### config.mk
export PLATFORM = sky130hd
export DESIGN_NAME = timer_input_capture
export DESIGN_NICKNAME = d
export VERILOG_FILES = /design/src/timer_capture_pkg.sv /design/src/capture_noise_filter.sv /design/src/timer_input_capture.sv
export SDC_FILE = /design/constraint.sdc
export NUM_CORES = 1
export LEC_CHECK = 0
export BUFFER_PORTS_ARGS = -buffer_cell sky130_fd_sc_hd__clkbuf_2
export CAP_MARGIN = 20
export CELL_PAD_IN_SITES_DETAIL_PLACEMENT = 1
export CELL_PAD_IN_SITES_GLOBAL_PLACEMENT = 1
export CORE_MARGIN = 2
export CORE_UTILIZATION = 38
export CTS_CLUSTER_SIZE = 28
export DETAILED_ROUTE_END_ITERATION = 16
export GPL_TIMING_DRIVEN = 1
export PLACE_DENSITY = 0.81
export SYNTH_ARGS = -nofsm -noshare
export SYNTH_HDL_FRONTEND = slang
export SYNTH_SLANG_ARGS = --single-unit
### constraint.sdc
create_clock -name aclk -period 3.1 [get_ports aclk]
set_clock_uncertainty 0.15 [all_clocks]
set_input_delay 0.62 -clock aclk [delete_from_list [all_inputs] [get_ports aclk]]
set_output_delay 0.62 -clock aclk [all_outputs]
set_load 0.02 [all_outputs]
### src/timer_capture_pkg.sv
// Package: register map, field positions, reset values and state types of the capture timer
package timer_capture_pkg;

  // Register byte offsets
  localparam logic [5:0] CONTROL_REG_A_OFS = 6'h00;
  localparam logic [5:0] CONTROL_REG_B_OFS = 6'h04;
  localparam logic [5:0] TIMER_COUNT_OFS = 6'h08;
  localparam logic [5:0] CAPTURE_REGISTER_OFS = 6'h0c;
  localparam logic [5:0] SECOND_COMPARE_OFS = 6'h10;
  localparam logic [5:0] STATUS_OFS = 6'h14;

  // Field positions in control_reg_a
  localparam int RUN_BIT_POS = 0;
  localparam int CLK_SRC_POS = 1;
  localparam int EDGE_POLARITY_LOW_POS = 3;
  localparam int EDGE_POLARITY_HIGH_POS = 4;
  localparam int TRIGGER_SOURCE_BIT_POS = 7;
  // Field positions in control_reg_b
  localparam int FILTER_RATE_LOW_POS = 0;
  localparam int FILTER_RATE_HIGH_POS = 1;
  localparam int COMPARE_MODE_POS = 3;
  localparam int PIN_GPIO_POS = 4;

  // Count source, polarity and filter encodings
  localparam logic [1:0] SRC_UNDIVIDED = 2'h0;
  localparam logic [1:0] SRC_DIV8 = 2'h1;
  localparam logic [1:0] SRC_DIV32 = 2'h2;
  localparam logic [1:0] SRC_FAST_OSC = 2'h3;
  localparam logic [1:0] POL_RISING = 2'h0;
  localparam logic [1:0] POL_FALLING = 2'h1;
  localparam logic [1:0] POL_BOTH = 2'h2;
  localparam logic [1:0] FILT_OFF = 2'h0;
  localparam logic [1:0] FILT_UNDIVIDED = 2'h1;
  localparam logic [1:0] FILT_DIV8 = 2'h2;
  localparam logic [1:0] FILT_DIV32 = 2'h3;

  // Prescaler terminal counts for the divide-by-8 and divide-by-32 ticks; counter maximum and reset value
  localparam logic [2:0] DIV8_LAST = 3'h7;
  localparam logic [4:0] DIV32_LAST = 5'h1f;
  localparam logic [15:0] COUNT_MAX = 16'hffff;
  localparam logic [15:0] COUNT_RESET = 16'h0000;
  // Consecutive equal samples the noise filter needs
  localparam int FILTER_TAPS = 3;

  localparam logic [1:0] RESP_OKAY = 2'h0;
  localparam logic [1:0] RESP_SLVERR = 2'h2;

  // Whole state of the timer core and its bus slave
  typedef struct packed {
    logic run;
    logic [1:0] clk_src;
    logic [1:0] polarity;
    logic trig_src;
    logic [1:0] filt_rate;
    logic compare_mode;
    logic pin_gpio;
    logic [15:0] count;
    logic [15:0] capture;
    logic [15:0] compare1;
    logic [4:0] presc;
    logic pin_meta;
    logic pin_sync;
    logic fast_meta;
    logic fast_sync;
    logic fast_prev;
    logic slow_meta;
    logic slow_sync;
    logic trig_prev;
    logic edge_irq;
    logic ovf_irq;
    logic cmp_irq;
    logic aw_got;
    logic [5:0] awaddr;
    logic w_got;
    logic [31:0] wdata;
    logic [3:0] wstrb;
    logic bvalid;
    logic [1:0] bresp;
    logic rvalid;
    logic [31:0] rdata;
    logic [1:0] rresp;
  } timer_state_t;

  localparam timer_state_t TIMER_STATE_RESET = '0;

  // State of the pin noise filter
  typedef struct packed {
    logic [FILTER_TAPS-1:0] samples;
    logic level;
  } filter_state_t;

  localparam filter_state_t FILTER_STATE_RESET = '0;

endpackage : timer_capture_pkg

### src/capture_noise_filter.sv
// Digital noise filter: output follows the input only after consecutive equal samples
`timescale 1ns/1ps
module capture_noise_filter (
  input wire logic aclk,
  input wire logic aresetn,
  input wire logic sample_en,
  input wire logic din,
  output logic level
);

  timer_capture_pkg::filter_state_t s;
  timer_capture_pkg::filter_state_t next_s;

  // Shift on each sample strobe; a short glitch never fills the window
  always_comb begin
    next_s = s;
    if (sample_en) begin
      next_s.samples = {s.samples[timer_capture_pkg::FILTER_TAPS-2:0], din};
      if (&next_s.samples) begin
        next_s.level = 1'b1;
      end else if (~|next_s.samples) begin
        next_s.level = 1'b0;
      end
    end
  end

  // State register
  always_ff @(posedge aclk) begin
    if (!aresetn) begin
      s <= timer_capture_pkg::FILTER_STATE_RESET;
    end else begin
      s <= next_s;
    end
  end

  assign level = s.level;

endmodule : capture_noise_filter

### src/timer_input_capture.sv
// Top: 16-bit capture timer with compare match, noise filter and AXI4-Lite registers
//
// Local design decisions: the register addresses and the AXI4-Lite register port.
`timescale 1ns/1ps
// Overview of operation
// - Count up once per tick of the undivided, div8, div32 or fast oscillator source.
// - In capture mode each active trigger edge copies the live count into the capture register.
// - Count while the run bit is one; stop when software clears it.
// - Stopping by clearing the run bit forces the count to zero.
// - An active trigger edge pulses the external edge interrupt request.
// - A wrap past the maximum count pulses the overflow interrupt request.
// - Edge interrupt follows filter delay plus at most one count source period.
// - In capture mode writes to count and capture registers are ignored.
// - Count reads give the live count; capture reads give the last latched value.
// - Two polarity bits choose which trigger edge is active.
// - The pin passes a digital filter whose sample rate two bits select.
// - Trigger source bit picks the filtered pin or the slow oscillator divided clock.
// - The pin is either general purpose I/O or the measured pulse input.
// - Waveform pins stay ordinary I/O while capture mode is selected.
// - In compare mode a count equal to either compare register pulses an interrupt.
// - Source field: 00 undivided, 01 div8, 10 div32, 11 fast oscillator.
// - Polarity field: 00 rising, 01 falling, 10 both; 11 is forbidden.
module timer_input_capture (
  input wire logic aclk,
  input wire logic aresetn,
  input wire logic [5:0] awaddr,
  input wire logic awvalid,
  output logic awready,
  input wire logic [31:0] wdata,
  input wire logic [3:0] wstrb,
  input wire logic wvalid,
  output logic wready,
  output logic [1:0] bresp,
  output logic bvalid,
  input wire logic bready,
  input wire logic [5:0] araddr,
  input wire logic arvalid,
  output logic arready,
  output logic [31:0] rdata,
  output logic [1:0] rresp,
  output logic rvalid,
  input wire logic rready,
  input wire logic capture_input_pin,
  input wire logic fast_osc_clock,
  input wire logic slow_osc_div_clock,
  output logic capture_pin_level,
  output logic external_edge_irq,
  output logic overflow_irq,
  output logic compare_irq,
  output logic wave_pins_claimed
);

  timer_capture_pkg::timer_state_t s;
  timer_capture_pkg::timer_state_t next_s;
  logic filt_level;
  logic filt_sample;
  logic tick;
  logic trig_level;
  logic rise;
  logic fall;
  logic trig_edge;
  logic cap_event;
  logic do_write;
  logic wr_capture;
  logic [15:0] next_count;
  logic [31:0] rd_value;
  logic rd_hit;
  logic wr_hit;

  // Byte-lane merge for registers up to 16 bits wide
  function automatic logic [15:0] merge16(input logic [15:0] old, input logic [31:0] data,
                                          input logic [3:0] strb);
    logic [15:0] res;
    res = old;
    if (strb[0]) begin
      res[7:0] = data[7:0];
    end
    if (strb[1]) begin
      res[15:8] = data[15:8];
    end
    return res;
  endfunction : merge16

  ////////////////////////////////////////////////////////////////////////////
  // Tick and trigger decode

  // Count tick selection; fast oscillator is sampled, so it must run well below aclk/2
  always_comb begin
    case (s.clk_src)
      timer_capture_pkg::SRC_UNDIVIDED: tick = 1'b1;
      timer_capture_pkg::SRC_DIV8: tick = (s.presc[2:0] == timer_capture_pkg::DIV8_LAST);
      timer_capture_pkg::SRC_DIV32: tick = (s.presc == timer_capture_pkg::DIV32_LAST);
      timer_capture_pkg::SRC_FAST_OSC: tick = s.fast_sync & ~s.fast_prev;
      default: tick = 1'b0;
    endcase
  end

  // Filter sample strobe from the same prescaler
  always_comb begin
    case (s.filt_rate)
      timer_capture_pkg::FILT_UNDIVIDED: filt_sample = 1'b1;
      timer_capture_pkg::FILT_DIV8: filt_sample = (s.presc[2:0] == timer_capture_pkg::DIV8_LAST);
      timer_capture_pkg::FILT_DIV32: filt_sample = (s.presc == timer_capture_pkg::DIV32_LAST);
      default: filt_sample = 1'b0;
    endcase
  end

  capture_noise_filter u_filter (
    .aclk(aclk),
    .aresetn(aresetn),
    .sample_en(filt_sample),
    .din(s.pin_sync),
    .level(filt_level)
  );

  // Trigger source and edge polarity; forbidden polarity code never fires
  assign trig_level = s.trig_src ? s.slow_sync :
                      ((s.filt_rate == timer_capture_pkg::FILT_OFF) ? s.pin_sync : filt_level);
  assign rise = trig_level & ~s.trig_prev;
  assign fall = ~trig_level & s.trig_prev;
  always_comb begin
    case (s.polarity)
      timer_capture_pkg::POL_RISING: trig_edge = rise;
      timer_capture_pkg::POL_FALLING: trig_edge = fall;
      timer_capture_pkg::POL_BOTH: trig_edge = rise | fall;
      default: trig_edge = 1'b0;
    endcase
    // A pin left as general purpose I/O triggers nothing
    if (!s.trig_src && s.pin_gpio) begin
      trig_edge = 1'b0;
    end
  end
  assign cap_event = trig_edge & ~s.compare_mode;

  // Next count; stopping clears it so a restart always begins from zero
  always_comb begin
    if (!s.run) begin
      next_count = timer_capture_pkg::COUNT_RESET;
    end else if (tick) begin
      next_count = s.count + 16'h0001;
    end else begin
      next_count = s.count;
    end
  end

  ////////////////////////////////////////////////////////////////////////////
  // Register decode

  assign do_write = s.aw_got & s.w_got & ~s.bvalid;
  assign wr_capture = do_write && (s.awaddr == timer_capture_pkg::CAPTURE_REGISTER_OFS) && s.compare_mode;

  always_comb begin
    rd_value = 32'h0000_0000;
    rd_hit = 1'b1;
    case (araddr)
      timer_capture_pkg::CONTROL_REG_A_OFS: begin
        rd_value[timer_capture_pkg::RUN_BIT_POS] = s.run;
        rd_value[timer_capture_pkg::CLK_SRC_POS+:2] = s.clk_src;
        rd_value[timer_capture_pkg::EDGE_POLARITY_LOW_POS] = s.polarity[0];
        rd_value[timer_capture_pkg::EDGE_POLARITY_HIGH_POS] = s.polarity[1];
        rd_value[timer_capture_pkg::TRIGGER_SOURCE_BIT_POS] = s.trig_src;
      end
      timer_capture_pkg::CONTROL_REG_B_OFS: begin
        rd_value[timer_capture_pkg::FILTER_RATE_LOW_POS] = s.filt_rate[0];
        rd_value[timer_capture_pkg::FILTER_RATE_HIGH_POS] = s.filt_rate[1];
        rd_value[timer_capture_pkg::COMPARE_MODE_POS] = s.compare_mode;
        rd_value[timer_capture_pkg::PIN_GPIO_POS] = s.pin_gpio;
      end
      // Whole-word reads keep the two count bytes coherent
      timer_capture_pkg::TIMER_COUNT_OFS: rd_value[15:0] = s.count;
      timer_capture_pkg::CAPTURE_REGISTER_OFS: rd_value[15:0] = s.capture;
      timer_capture_pkg::SECOND_COMPARE_OFS: rd_value[15:0] = s.compare1;
      timer_capture_pkg::STATUS_OFS: rd_value[1:0] = {s.run, s.pin_sync};
      default: rd_hit = 1'b0;
    endcase
  end

  always_comb begin
    case (s.awaddr)
      timer_capture_pkg::CONTROL_REG_A_OFS, timer_capture_pkg::CONTROL_REG_B_OFS,
      timer_capture_pkg::TIMER_COUNT_OFS, timer_capture_pkg::CAPTURE_REGISTER_OFS,
      timer_capture_pkg::SECOND_COMPARE_OFS, timer_capture_pkg::STATUS_OFS: wr_hit = 1'b1;
      default: wr_hit = 1'b0;
    endcase
  end

  ////////////////////////////////////////////////////////////////////////////
  // Next state

  always_comb begin
    next_s = s;
    // Two-flop synchronisers for the pin and both oscillators
    next_s.pin_meta = capture_input_pin;
    next_s.pin_sync = s.pin_meta;
    next_s.fast_meta = fast_osc_clock;
    next_s.fast_sync = s.fast_meta;
    next_s.fast_prev = s.fast_sync;
    next_s.slow_meta = slow_osc_div_clock;
    next_s.slow_sync = s.slow_meta;
    next_s.trig_prev = trig_level;
    next_s.presc = s.presc + 5'h01;
    // Counter, overflow and compare match
    next_s.count = next_count;
    next_s.ovf_irq = s.run && tick && (s.count == timer_capture_pkg::COUNT_MAX);
    next_s.cmp_irq = s.run && tick && s.compare_mode &&
                     ((next_count == s.capture) || (next_count == s.compare1));
    // Edge interrupt one cycle after the filtered edge, within one source period
    next_s.edge_irq = trig_edge;
    if (cap_event) begin
      next_s.capture = s.count;
    end
    // Write channel: address and data are taken in either order
    if (do_write) begin
      next_s.aw_got = 1'b0;
      next_s.w_got = 1'b0;
      next_s.bvalid = 1'b1;
      next_s.bresp = wr_hit ? timer_capture_pkg::RESP_OKAY : timer_capture_pkg::RESP_SLVERR;
      // Selections are assumed stable while running
      case (s.awaddr)
        timer_capture_pkg::CONTROL_REG_A_OFS: begin
          if (s.wstrb[0]) begin
            next_s.run = s.wdata[timer_capture_pkg::RUN_BIT_POS];
            next_s.clk_src = s.wdata[timer_capture_pkg::CLK_SRC_POS+:2];
            next_s.polarity = {s.wdata[timer_capture_pkg::EDGE_POLARITY_HIGH_POS],
                               s.wdata[timer_capture_pkg::EDGE_POLARITY_LOW_POS]};
            next_s.trig_src = s.wdata[timer_capture_pkg::TRIGGER_SOURCE_BIT_POS];
          end
        end
        timer_capture_pkg::CONTROL_REG_B_OFS: begin
          if (s.wstrb[0]) begin
            next_s.filt_rate = {s.wdata[timer_capture_pkg::FILTER_RATE_HIGH_POS],
                                s.wdata[timer_capture_pkg::FILTER_RATE_LOW_POS]};
            next_s.compare_mode = s.wdata[timer_capture_pkg::COMPARE_MODE_POS];
            next_s.pin_gpio = s.wdata[timer_capture_pkg::PIN_GPIO_POS];
          end
        end
        // Count is never written; capture only as compare value outside capture mode
        timer_capture_pkg::CAPTURE_REGISTER_OFS: begin
          if (wr_capture && !cap_event) begin
            next_s.capture = merge16(s.capture, s.wdata, s.wstrb);
          end
        end
        timer_capture_pkg::SECOND_COMPARE_OFS: begin
          next_s.compare1 = merge16(s.compare1, s.wdata, s.wstrb);
        end
        default: begin
        end
      endcase
    end
    if (awvalid && awready) begin
      next_s.aw_got = 1'b1;
      next_s.awaddr = awaddr;
    end
    if (wvalid && wready) begin
      next_s.w_got = 1'b1;
      next_s.wdata = wdata;
      next_s.wstrb = wstrb;
    end
    if (s.bvalid && bready) begin
      next_s.bvalid = 1'b0;
    end
    // Read channel: one read in flight, data registered
    if (arvalid && arready) begin
      next_s.rvalid = 1'b1;
      next_s.rdata = rd_value;
      next_s.rresp = rd_hit ? timer_capture_pkg::RESP_OKAY : timer_capture_pkg::RESP_SLVERR;
    end else if (s.rvalid && rready) begin
      next_s.rvalid = 1'b0;
    end
  end

  // State register
  always_ff @(posedge aclk) begin
    if (!aresetn) begin
      s <= timer_capture_pkg::TIMER_STATE_RESET;
    end else begin
      s <= next_s;
    end
  end

  ////////////////////////////////////////////////////////////////////////////
  // Outputs

  assign awready = ~s.aw_got & ~s.bvalid;
  assign wready = ~s.w_got & ~s.bvalid;
  assign bvalid = s.bvalid;
  assign bresp = s.bresp;
  assign arready = ~s.rvalid;
  assign rvalid = s.rvalid;
  assign rdata = s.rdata;
  assign rresp = s.rresp;
  assign capture_pin_level = s.pin_sync;
  assign external_edge_irq = s.edge_irq;
  assign overflow_irq = s.ovf_irq;
  assign compare_irq = s.cmp_irq;
  // No waveform unit here: pins stay plain I/O unless compare mode lends them out
  assign wave_pins_claimed = s.compare_mode;
endmodule : timer_input_capture

# Word level (Yosys, flattened, before mapping)
# Index checks and enable logic that the tools add are counted.
[totals] ff_bits=143 inputBits=58 out_inout_bits=46 elab_cells=150
[classes] addsub=2 n_eq_ne=26 muxes=34 bitwise=18 reduce_logical=34
[op_table] op="16-bit two-way mux" count=6
[op_table] op="37-bit two-way mux" count=1
[op_table] op="16-bit equality test" count=2
[op_table] op="32-bit two-way mux" count=1
[op_table] op="8-bit two-way mux" count=4
[op_table] op="6-bit by 4-bit equality test with 1-bit output (second input constant)" count=4
[op_table] op="6-bit by 5-bit equality test with 1-bit output (second input constant)" count=4
[op_table] op="8-bit case mux with 3 select lines" count=1
[op_table] op="16-bit by 1-bit adder with 16-bit output (second input constant)" count=1
[op_table] op="16-bit equality test (second input constant)" count=1
[op_table] op="3-bit AND reduction" count=5
[op_table] op="1-bit logical AND" count=13
[op_table] op="6-bit by 3-bit equality test with 1-bit output (second input constant)" count=2
[op_table] op="6-bit zero test" count=2
[op_table] op="1-bit case mux with 4 select lines" count=3
[op_table] op="2-bit case mux with 6 select lines" count=1
[op_table] op="6-bit OR reduction" count=2
[op_table] op="2-bit equality test (second input constant)" count=5
[op_table] op="1-bit two-way mux" count=10
[op_table] op="2-bit case mux with 5 select lines" count=1
[op_table] op="1-bit NOT" count=9
[op_table] op="1-bit AND" count=8
[op_table] op="4-bit != test (second input constant)" count=2
[op_table] op="7-bit two-way mux" count=1
[op_table] op="other kinds (16)" count=25

# Logic depth before layout (Yosys ltp)
[depth] ltp_word=14 ltp_mapped=15 ltp_nobuf=13

# Hierarchy
# A second synthesis with hierarchy kept.
[unflattened] cells_unflattened=731 hier_area_um2=6090.8
[modules_own_cells] mod="timer_input_capture" instances=1 cells_each=720 area_each_um2=5967.0 seq_area_each_um2=2402.3
[modules_own_cells] mod="capture_noise_filter" instances=1 cells_each=11 area_each_um2=123.9 seq_area_each_um2=60.1

# Worst setup path before layout
# No wires, ideal clock.
[synth_timing] kind="flip-flop to flip-flop" start="register s[93] (netlist bit)" end="register s, in the netlist compare_irq" setup_ns=0.096 arrival_ns=3.033 required_ns=2.854 setup_slack_ns=-0.179 path_stages_with_launch=13 n_path_buf=1 period_less_slack_ns=3.279 cell_sequence="dfxtp_1 ha_1 and3_1 ha_1 or3b_1 buf_4 o31ai_4 or4_1 and2_1 xnor2_1 a211o_1 or4_1 o41ai_2"
[synth_via] elab_chain_cells=7 word_cells_on_any_way=11 classes_between="eq/ne (4); mux (3); reduce/logical (4)"
[synth_rtl] item="start: declaration" line="timer_input_capture.sv:53" source="timer_capture_pkg::timer_state_t s;"
[synth_rtl] item="start signal: assignment" line="timer_input_capture.sv:275" source="s <= timer_capture_pkg::TIMER_STATE_RESET;"
[synth_rtl] item="start signal: assignment" line="timer_input_capture.sv:277" source="s <= next_s;"
[synth_rtl] item="5-bit equality test or 3-bit equality test (tied branches)" line="timer_input_capture.sv:92, timer_input_capture.sv:91"
[synth_rtl] item="1-bit case mux with 4 select lines *" line="timer_input_capture.sv:89" source="case (s.clk_src)"
[synth_rtl] item="16-bit two-way mux" line="timer_input_capture.sv:139" source="end else if (tick) begin"
[synth_rtl] item="16-bit two-way mux" line="timer_input_capture.sv:137" source="if (!s.run) begin"
[synth_rtl] item="16-bit equality test" line="timer_input_capture.sv:206" source="((next_count == s.capture) || (next_count == s.compare1));"
[synth_rtl] item="1-bit logical OR" line="timer_input_capture.sv:206"
[synth_rtl] item="1-bit logical AND *" line="timer_input_capture.sv:205" source="next_s.cmp_irq = s.run && tick && s.compare_mode &&"
# Every way passes the cells marked *; elsewhere a longest branch is shown, timed or not.
# A chain may end at the register's enable or synchronous reset.

# Final worst setup path
[layout_timing] start="register s[94] (netlist bit)" end="register s, in the netlist compare_irq"
# The elaborated chain is that of the path after synthesis.

==> results.cfg <==
[clocking]
clock_sinks = 123
ctsHoldBuffers = 0
clk_pin_slew_ps = 60
htreeDepth = 4
clockBufferDepth = 2
ctsRootBufferMaster = clkbuf_16
tritoncts = done
clk_latency_ps = 430
cts_made_buffers = 17

[global_routing]
grt_pass1_vias = 6066
grt_pass1_wl_microns = 32090
grt_usage = 0.2313
grt_max_degree = 41
antenna_found_initial = 0
grt_overflow = 0

[worst_setup_path]
crit_arrival_ps = 3430
crit_family = compound AO/OA/AOI/OAI gates
crit_start = s[94]
end_kind = flip-flop
critPathSlowestCell = or4_4
r2r-start = s[94]
cp_slowest_stage_delay_ps = 500
worstPathRequired_ps = 3260
cp-start-kind = flip-flop
path_class = flip-flop to flip-flop
critPathBufInv = 1
cp_max_fo = 5
worstPathCellList = ha_4 > buf_4 > ha_1 > and2b_4 > o311ai_4 > o31a_1 > o21ai_2 > xnor2_2 > a211o_1 > or4_4 > o41ai_2

[die]
core_sq_um = 16410
top_level_ports = 104
core.rowCount = 47
dieWidth_microns = 132.7
start_util = 0.3835
fp.dieH_microns = 132.7
dieArea_sq_um = 17600

[sta]
setup_tns_ps = -163.0
hold_viol = 0
worst_pin_slew_ps = 734.5
max_freq_mhz = 306.5
fin_crit_ps = 3263
slew_headroom = 0.5103
slew_viol_final = 0
rsz0062_at_grt = yes
setup_ws_ps = -163.0
fin_crit_sh = 1.053
setup_viol = 1

[synthesis]
syn_avg_cell_area_sq_um = 8.480
yosysTopAreaCell = dfxtp_1
synth_flop_cell = dfxtp_1
yosysSeqAreaShare = 0.3913
ys_seq_elements = 123
synth_area_leaders = dfxtp_1, mux2i_1, nor2_1
yosysWarnings = 0
synth.cell_area_sq_um = 6292
synth-edff-count = 0
synth_top_area_share = 0.3913
synth-async-reset-ratio = 0
synthCells = 742
ys_types = 73

[power_and_ir_drop]
powerDensity_nw_per_um2 = 527.1
peakVddDrop_v = 0.0004705
leakage_nw = 3.073

[worst_hold_path]
min_from = rready
min_path_type = primary input to flip-flop

[route]
viasPerCell = 5.611
vias = 5953
drc_errors = 0
antenna_left = 0
drt-pass1-iter-count = 5
drtIter0Drc = 436
routed_wirelength_microns = 20230
wl_per_cell_microns = 19.07

[job]
cap_violations = 0

[cells_and_area]
multi_input_area_sq_um = 3510
syn_to_final_growth_pct = 23.01
num-fill-cells = 1971
drive_gt1_frac = 0.2342
layout.nets = 894
seqCellArea_sq_um = 2465
insertedDiodeCount = 0
finish.utilization = 0.4717

[outcome]
violations = negative setup slack
status = finished with violations

[placed_design]
gp_congestion = 0.9331
hpwl_microns = 13950
io_buffers = 67
==> worst reg2reg max path: stages, from the launching register on <==
cell      delay (ps)
dfxtp_2          330
ha_4             160
buf_4            120
ha_1             190
and2b_4          210
o311ai_4         400
o31a_1           250
o21ai_2           90
xnor2_2          160
a211o_1          240
or4_4            500
o41ai_2          370
==> timing repair <==
action	4_1_cts	5_1_grt
setup endpoints to repair	1	9
buffers inserted	0	4
gates cloned	0	0
hold endpoints to repair	0	0
resized for setup	1	20
pin swaps	0	9
==> synth_stat cells, drive strengths merged (7+ instances only) <==
library cell  number
a211oi            16
a21oi             53
a31oi              9
and2              17
and3               7
buf               46
clkbuf            33
dfxtp            123
inv               16
mux2i             54
nand2             59
nand2b            11
nand3             12
nor2             119
nor2b              8
nor3              11
o21ai             20
o221ai            17
xnor2             13
xor2               7
==> logic make-up after synthesis <==
group / after synthesis / synth area share
compound gates: 155 / 0.1734
other cells: 1 / 0.0005960
fa+ha+maj: 6 / 0.01193
simple gates: 285 / 0.2179
mux: 56 / 0.09127
flops: 123 / 0.3913
buf+inv: 95 / 0.08093
xor+xnor: 21 / 0.03261
==> per-stage QoR <==
stage / cells / setup WS [ps] / instance area, sq um / power, mW / hold WS [ps]
floorplan: 759 / 11.41 / 6369 / 1.969 / 261.9
global placement: 1027 / -190.3 / 6992 / 2.037 / 266.3
detailed placement: 1027 / -322.1 / 6992 / 2.051 / 278.8
CTS: 1057 / -174.6 / 7596 / 4.104 / 224.8
global route: 1061 / -250.7 / 7740 / 4.226 / 231.8
finish: 1061 / -163.0 / 7740 / 4.079 / 236.3
==> layout make-up <==
| cell class | instances | share of cell area |
|---|---|---|
| clock buffer | 23 | 0.06305 |
| timing repair buffer | 131 | 0.1070 |
| multi-input combinational | 541 | 0.4534 |
| sequential | 123 | 0.3185 |
| tap | 220 | 0.03556 |
| clock inverter | 7 | 0.01471 |
| inverter | 16 | 0.007759 |
==> state kept, by name (all words and copies together), names as in the netlist <==
name,cells
u_filter.level,1
rvalid,1
compare_irq,1
external_edge_irq,1
bvalid,1
s,91
capture_pin_level,1
rdata,16
bresp,1
rresp,1
wave_pins_claimed,1
overflow_irq,1
next_s,4
u_filter.s,2
==> where the power goes <==
| part | leakage, nW | switching, mW | internal, mW |
|---|---|---|---|
| Combinational | 1.77 | 0.205 | 0.121 |
| Clock | 0.299 | 0.712 | 1.34 |
| Sequential | 1.00 | 0.0618 | 1.64 |
==> layout by cell type, fill, tap and decap left out, types with 5 or more instances in the layout <==
master,n
nand3_1,12
and3_1,5
nor2_1,119
a21oi_1,53
clkbuf_2,67
o21ai_0,19
o31ai_1,5
conb_1,18
nand2b_1,11
and2_1,15
xor2_1,5
o221ai_1,17
mux2i_1,54
a31oi_1,8
nor2b_1,7
buf_4,63
dfxtp_1,121
inv_1,15
nand2_1,58
nand4_1,6
clkbuf_16,17
nor3_1,11
a211oi_1,15
xnor2_1,11
==> per-layer routing <==
metal	global-route usage	routed length, microns	vias to the layer above
li1	-	-	2756
met1	0.2794	8255	2919
met2	0.3926	10010	209
met3	0.05057	1121	69
met4	0.1069	846	0
met5	0	0	-
==> worst paths after layout <==
kind,to,slack (ps),cells past startpoint
setup / recovery,compare_irq,-160,11
hold / removal,rvalid,240,2
setup reg to reg,compare_irq,-160,11
hold reg to reg,capture_pin_level,290,1
No activity file was read; power rests on OpenSTA's default activity.
